--- config.mk ---
export PLATFORM = sky130hd
export DESIGN_NAME = crst_step_gen
export DESIGN_NICKNAME = d
export VERILOG_FILES = /design/src/common/crst_pkg.sv /design/src/hdl/crst_step_gen.sv
export SDC_FILE = /design/constraint.sdc
export NUM_CORES = 1
export LEC_CHECK = 0
export BUFFER_PORTS_ARGS = -buffer_cell sky130_fd_sc_hd__buf_2
export CORE_UTILIZATION = 41
export DETAILED_ROUTE_END_ITERATION = 6
export PLACE_DENSITY = 0.89
export SLEW_MARGIN = 20
export SYNTH_ARGS = -nofsm -noshare
export SYNTH_HDL_FRONTEND = slang
export SYNTH_SLANG_ARGS = --single-unit
--- constraint.sdc ---
create_clock -name vclk -period 2.55
set_input_delay 0.1275 -clock vclk [all_inputs]
set_output_delay 0.1275 -clock vclk [all_outputs]
set_load 0.1 [all_outputs]
--- src/common/crst_pkg.sv ---
// shared constants, types and tables of the register self-test sequencer
package crst_pkg;

  // alternating test patterns
  localparam logic [31:0] PAT_A = 32'h5555_5555;
  localparam logic [31:0] PAT_B = 32'hAAAA_AAAA;
  localparam logic [31:0] ALL_ONES = 32'hFFFF_FFFF;
  localparam logic [31:0] ZERO_WORD = 32'h0000_0000;

  // sequence geometry
  localparam int NUM_GPR = 16;
  localparam logic [3:0] PAIR_LAST_STEP = 4'hB;
  localparam logic [5:0] COUPLE_LAST_STEP = 6'h3F;
  localparam logic [3:0] SCRATCH_LAST_UNIT = 4'h3;
  localparam logic [3:0] PRESERVED_LAST_UNIT = 4'h4;
  localparam logic [3:0] CTRL_LAST_UNIT = 4'h7;
  localparam int ACC_LOW_BITS = 16;

  // control register indices on the core port
  localparam logic [3:0] CTRL_INTERRUPT_STACK_POINTER = 4'h0;
  localparam logic [3:0] CTRL_USER_STACK_POINTER = 4'h1;
  localparam logic [3:0] CTRL_INTERRUPT_TABLE_BASE = 4'h2;
  localparam logic [3:0] CTRL_PROCESSOR_STATUS_WORD = 4'h3;
  localparam logic [3:0] CTRL_BACKUP_PROGRAM_COUNTER = 4'h4;
  localparam logic [3:0] CTRL_BACKUP_STATUS_WORD = 4'h5;
  localparam logic [3:0] CTRL_FAST_INTERRUPT_VECTOR = 4'h6;
  localparam logic [3:0] CTRL_FLOAT_STATUS_WORD = 4'h7;

  // writable-bit masks per control register, indexed as above
  localparam logic [31:0] CTRL_MASK [8] = '{
    32'hFFFF_FFFF, 32'hFFFF_FFFF, 32'hFFFF_FFFF, 32'hFFFF_FFFF,
    32'hFFFF_FFFF, 32'hFFFF_FFFF, 32'hFFFF_FFFF, 32'hFFFF_FFFF
  };

  // kind of access made on the core port
  typedef enum logic [2:0] {
    K_GPR = 3'b000,
    K_CTRL = 3'b001,
    K_ACC_HI = 3'b010,
    K_ACC_LO = 3'b011,
    K_ACC_MID = 3'b100,
    K_CALL = 3'b101
  } crst_kind_t;

  // test phases in run order
  typedef enum logic [2:0] {
    PH_GPR1 = 3'b000,
    PH_GPR2 = 3'b001,
    PH_CTRL = 3'b010,
    PH_ACC = 3'b011,
    PH_PC = 3'b100
  } crst_phase_t;

  typedef enum logic [2:0] {
    ST_IDLE = 3'b000,
    ST_ISSUE = 3'b001,
    ST_WAIT = 3'b010,
    ST_CHECK = 3'b011,
    ST_DONE = 3'b100,
    ST_FAIL = 3'b101
  } crst_state_t;

  // request towards the core, held until acknowledged
  typedef struct packed {
    logic valid;
    crst_kind_t kind;
    logic write;
    logic [3:0] index;
    logic [31:0] data;
  } crst_req_t;

  // answer from the core, one-cycle pulse
  typedef struct packed {
    logic ack;
    logic [31:0] rdata;
  } crst_rsp_t;

  // one step of the test sequence
  typedef struct packed {
    crst_kind_t kind;
    logic write;
    logic save;
    logic cmp;
    logic restore;
    logic [3:0] slot;
    logic [3:0] index;
    logic [31:0] data;
    logic [31:0] exp_val;
    logic [31:0] mask;
  } crst_op_t;

  // register of a pair: group one 1..5,14,15; group two 0,6..13
  function automatic logic [3:0] crst_pair_reg(input logic second_group,
                                               input logic [3:0] unit,
                                               input logic which);
    logic [3:0] pos;
    pos = {unit[2:0], which};
    if (!second_group) begin
      case (pos)
        4'h0: crst_pair_reg = 4'h1;
        4'h1: crst_pair_reg = 4'h2;
        4'h2: crst_pair_reg = 4'h3;
        4'h3: crst_pair_reg = 4'h4;
        4'h4: crst_pair_reg = 4'h5;
        4'h5: crst_pair_reg = 4'hE;
        4'h6: crst_pair_reg = 4'hF;
        default: crst_pair_reg = 4'h1;
      endcase
    end else begin
      case (pos)
        4'h0: crst_pair_reg = 4'h0;
        4'h1: crst_pair_reg = 4'h6;
        4'h2: crst_pair_reg = 4'h7;
        4'h3: crst_pair_reg = 4'h8;
        4'h4: crst_pair_reg = 4'h9;
        4'h5: crst_pair_reg = 4'hA;
        4'h6: crst_pair_reg = 4'hB;
        4'h7: crst_pair_reg = 4'hC;
        4'h8: crst_pair_reg = 4'hD;
        default: crst_pair_reg = 4'h0;
      endcase
    end
  endfunction : crst_pair_reg

endpackage : crst_pkg

--- src/hdl/crst_step_gen.sv ---
// decodes phase, unit and step into one core access of the sequence
`timescale 1ns/1ps
module crst_step_gen #(
  parameter bit COUPLING = 1'b0
) (
  // position in the sequence
  input wire crst_pkg::crst_phase_t i_phase,
  input wire logic [3:0] i_unit,
  input wire logic [5:0] i_step,
  // decoded access
  output crst_pkg::crst_op_t o_op,
  output logic o_last_step,
  output logic o_last_unit
);
  import crst_pkg::*;

  logic [2:0] grp;
  logic which;
  logic [31:0] pat;
  logic [31:0] msk;
  logic odd;

  // pair template: save, write A, check A, write B, check B, restore
  always_comb begin
    o_op = '0;
    o_op.mask = ALL_ONES;
    o_last_step = 1'b0;
    o_last_unit = 1'b0;
    grp = i_step[3:1];
    which = i_step[0];
    pat = (grp < 3'd3) ? PAT_A : PAT_B;
    msk = ALL_ONES;
    odd = 1'b0;
    if (i_phase == PH_PC) begin
      // distant call returns the inverse of its parameter
      o_op.kind = K_CALL;
      o_op.write = 1'b1;
      o_op.cmp = 1'b1;
      o_op.data = PAT_A;
      o_op.exp_val = ~PAT_A;
      o_last_step = 1'b1;
      o_last_unit = 1'b1;
    end else if (COUPLING && (i_phase == PH_GPR1 || i_phase == PH_GPR2)) begin
      // all sixteen written before any is read back
      odd = i_step[0] ^ (i_phase == PH_GPR2);
      pat = odd ? PAT_B : PAT_A;
      o_op.kind = K_GPR;
      o_op.index = i_step[3:0];
      o_op.slot = i_step[3:0];
      case (i_step[5:4])
        2'b00: o_op.save = 1'b1;
        2'b01: begin
          o_op.write = 1'b1;
          o_op.data = pat;
        end
        2'b10: begin
          o_op.cmp = 1'b1;
          o_op.exp_val = pat;
        end
        default: begin
          o_op.write = 1'b1;
          o_op.restore = 1'b1;
        end
      endcase
      o_last_step = (i_step == COUPLE_LAST_STEP);
      o_last_unit = 1'b1;
    end else begin
      o_op.slot = {3'b000, which};
      if (i_phase == PH_CTRL) begin
        msk = CTRL_MASK[i_unit[2:0]];
      end
      case (grp)
        3'd0: o_op.save = 1'b1;
        3'd1, 3'd3: begin
          o_op.write = 1'b1;
          o_op.data = pat & msk;
        end
        3'd2, 3'd4: begin
          o_op.cmp = 1'b1;
          o_op.exp_val = pat & msk;
        end
        default: begin
          o_op.write = 1'b1;
          o_op.restore = 1'b1;
        end
      endcase
      o_op.mask = msk;
      case (i_phase)
        PH_GPR1: begin
          o_op.kind = K_GPR;
          o_op.index = crst_pair_reg(1'b0, i_unit, which);
          o_last_unit = (i_unit == SCRATCH_LAST_UNIT);
        end
        PH_GPR2: begin
          o_op.kind = K_GPR;
          o_op.index = crst_pair_reg(1'b1, i_unit, which);
          o_last_unit = (i_unit == PRESERVED_LAST_UNIT);
        end
        PH_CTRL: begin
          o_op.kind = K_CTRL;
          o_op.index = i_unit;
          o_last_unit = (i_unit == CTRL_LAST_UNIT);
        end
        default: begin
          // low half is only written; reads use high and bits 47..16
          if (!which) begin
            o_op.kind = K_ACC_HI;
          end else if (o_op.write) begin
            o_op.kind = K_ACC_LO;
          end else begin
            o_op.kind = K_ACC_MID;
          end
          o_last_unit = 1'b1;
        end
      endcase
      o_last_step = (i_step[3:0] == PAIR_LAST_STEP);
    end
  end

endmodule : crst_step_gen

# After elaboration in Yosys (flattened, before gate mapping)
# Memories as Yosys holds them, arrays and structs flattened.
# Index checks and enable logic that the tools add are counted.
# word_totals
ff_bits,0
latchBits,0
ramBits,0
romBits,320
out_inout_bits,113
wordCells,56
memories,2
# memory_table
memory,depth,width,rd,rd_ports_with_merged_regs,wr,line_no,text
(name not given),8,32,1,0,0,crst_step_gen.sv:70,msk = CTRL_MASK[i_unit[2:0]];
(name not given),16,4,1,0,0,crst_pkg.sv:110,case (pos)
# op_classes
n_addsub,0
n_mul,0
div_mod_pow,0
n_lt_le_gt_ge,2
eq_ne,17
shifts,0
muxes,26
bitwise_logic,2
n_reduce_logical,7
# op_table
op,count
32-bit two-way mux,8
64-bit two-way mux,1
32-bit AND,1
4-bit one-hot mux with 6 select lines,1
"4-bit by 3-bit == test with 1-bit output, second input constant",5
"4-bit by 2-bit == test with 1-bit output, second input constant",3
4-bit one-hot mux with 3 select lines,1
"3-bit by 2-bit == test with 1-bit output, second input constant",3
1-bit two-way mux,9
9-bit two-way mux,1
"3-bit by 1-bit == test with 1-bit output, second input constant",2
"3-bit == test, second input constant",2
3-bit logical NOT,2
3-bit two-way mux,2
3-bit one-hot mux with 2 select lines,1
2-bit OR reduction,3
5-bit OR reduction,1
"4-bit by 1-bit == test with 1-bit output, second input constant",1
"4-bit == test, second input constant",1
"4-bit greater-or-equal comparator, second input constant",1
4-bit two-way mux,1
3-bit NOT with 4-bit output,1
"3-bit by 2-bit less-than comparator with 1-bit output, second input constant",1
1-bit one-hot mux with 3 select lines,1
3-bit OR reduction,1

# Longest topological paths before layout
# logic_depth
depth_word,9
mapped_depth,6
mapped_depth_nobuf,6

# Worst setup path after synthesis
# No wires, ideal clock.
# synth_timing
path_type,input-to-output
start,input i_step[3]
end,output o_op[66] (netlist name)
arrival_time_ns,3.816
path_slack_ns,-1.393
stages,3
path_cell_list,buf_2 o21ai_0 buf_4
# synth_lines
item,line_no,text
"start, declared",crst_step_gen.sv:9,"input wire logic [5:0] i_step,"
"end, declared",crst_step_gen.sv:11,"output crst_pkg::crst_op_t o_op,"

==> summary.md <==
| Metric | Value |
|---|---|
| Outcome | complete, but fails checks |
| Failing checks | DRC |
| CTS Hold Bufs | 0 |
| Chip Width | 57.19 um |
| Commonest cells after routing, fill and taps aside | 89 x buf_2, 35 x conb_1, 11 x nand2_1, 9 x nor2_1, 9 x a21oi_1 |
| DRC | 10 |
| Die Y | 57.19 um |
| Crit path launch type | input port |
| Synth Area in Compound Gates | 14.23% |
| Largest family of logic cells by synthesized area | buffers and inverters |
| Die footprint | 3270 sq um |
| Synth top area share | 58.32% |
| Overflow after GRT | 0 |
| Synth area leader | buf_4 |
| First-pass DRT Iterations | 6 |
| Worst slew pin tran | 0.6936 ns |
| Post-synthesis sequential area ratio | 0% |
| Ranking of synthesized cells by area | buf_4 58%, ha_1 4.0%, a21oi_1 3.6% |
| Via count | 1,012 |
| RSZ-0062 raised after global routing | false |
| Post-synthesis simple-gate area fraction | 17.64% |
| Top Ports | 126 |
| Min cycle time layout | 1.976 ns |
| Final ANT Viol Nets | 0 |
| Dpl ws | 0.5892 ns |
| Slew Limit Headroom | 53.45% |
| Final net count | 220 |
| Peak VDD IR | 274.1 uV |
| Ratio of cells with drive above 1 in the final layout | 51.24% |
| Largest net degree at the start of global routing | 17 |
| Commonest non-fill, non-tap cell in the layout | buf_2 |
| Initial antenna violation count | 0 |
| Non-filler cells, final | 232 |
| Initial detailed-routing violation count | 70 |
| Worst hold path type | in -> out |
| Post-route cell area | 1127 sq um |
| Final Hold Vio Count | 0 |
| Clock buf count | 0 |
| FMAX | 0.5062 GHz |
| Mux contribution to synthesized area | 0.9018% |
| Setup bufs post-CTS | 0 |
| IO buf count | 89 |
| Global placement routability congestion | 0.8164 |
| Ant. Diodes | 0 |
| Seq_cells | 0 |
| Post-Syn Area | 1249 sq um |
| Register area | 0 sq um |
| Synth Area in XOR/XNOR | 0.7014% |
| Library cells used by synthesis | 35 |
| Placed standard-cell area | 1127 sq um |
| Final TNS setup | 0 ns |
| Crit-path max FO | 7 |
| Vias per inst | 4.362 |
| Core ar. | 2829 sq um |
| Detailed-placement wirelength estimate | 1741 um |
| Leak | 0.7393 nW |
| CP Capture Type | primary output |
| Max Slew Vio Count | 0 |
| Post-CTS sizing | 0 |
| Number of max-cap violations | 0 |
| Crit share post-route | 77.47% |
| Setup ws final | 0.5745 ns |
| Final setup vio count | 0 |
| Number of fill cells | 288 |
| Yosys Warn Count | 0 |
| Total GRT Usage | 10.41% |
| Routed len/inst | 8.966 um |
| WL final | 2080 um |
| Critical Path AT | 1.85 ns |
| First-pass GRT wire length | 2877 um |
| Area grow syn2layout | -9.720% |
| Synth Area per Inst | 6.937 sq um |
| Critical Path RT | 2.42 ns |
| Vias in the first global route | 620 |
| PD cells | 809.9 nW/um^2 |
| Starting Density | 44.14% |
| Post-layout util | 39.85% |
| Num rows | 19 |
| Cells after Synth | 180 |
| CP Class | in -> out |
| Adder-cell share of the synthesized area | 4.008% |
| Placed cell count | 232 |
[layer usage]
layer / global-route usage [%] / up-vias / wire length [um]
li1: - / 504 / -
met1: 15.52 / 438 / 822
met2: 17.82 / 70 / 1079
met3: 0.2268 / 0 / 179
met4: 0 / 0 / 0
met5: 0 / - / 0
[report_power, final]
group / switching, mW / leakage (nW) / internal (mW)
Clock: 0 / 0 / 0
Combinational: 0.833 / 0.739 / 0.0798
Sequential: 0 / 0 / 0
[critical path: stages]
cell       delay, ns
buf_2           0.15
inv_1           0.14
ha_1            0.26
nand2b_4        0.08
a2111oi_4       0.36
a221oi_1        0.13
a31oi_2         0.16
buf_2           0.44
[through the flow]
stage	hold WS (ns)	power [mW]
floorplan	0.4452	0.9462
global placement	0.7457	0.9102
detailed placement	0.7484	0.9133
CTS	0.7481	0.9140
global route	0.7891	0.9356
finish	0.7491	0.9130
[layout make-up]
cell class | count | area [sq um] | share of cell area [%]
multi-input cells | 107 | 624.3 | 55.38
inverters | 5 | 18.77 | 1.665
repair buffers | 89 | 445.4 | 39.51
well taps | 31 | 38.79 | 3.441
[cells in the mapped netlist, drive strengths merged (2+ instances only)]
cell type,number
o21ai,8
ha,4
nand3,2
a21oi,9
nand2b,2
inv,5
nor2,11
buf,101
nor3,5
nand2,11
conb,2
nor3b,3
o31ai,2
[logic make-up after synthesis]
kind of cell,Yosys count
adder cells (fa/ha/maj),4
other,2
multiplexers,1
AO/OA/AOI/OAI,26
AND/OR/NAND/NOR,40
buffers and inverters,106
XOR/XNOR,1
[final timing paths]
| kind | from | endpoint | slack (ns) | cells past startpoint |
|---|---|---|---|---|
| setup / recovery | i_step[0] | o_op[98] | 0.57 | 8 |
| hold / removal | i_step[2] | o_op[106] | 0.75 | 3 |
No activity file was read; power rests on OpenSTA's default activity.
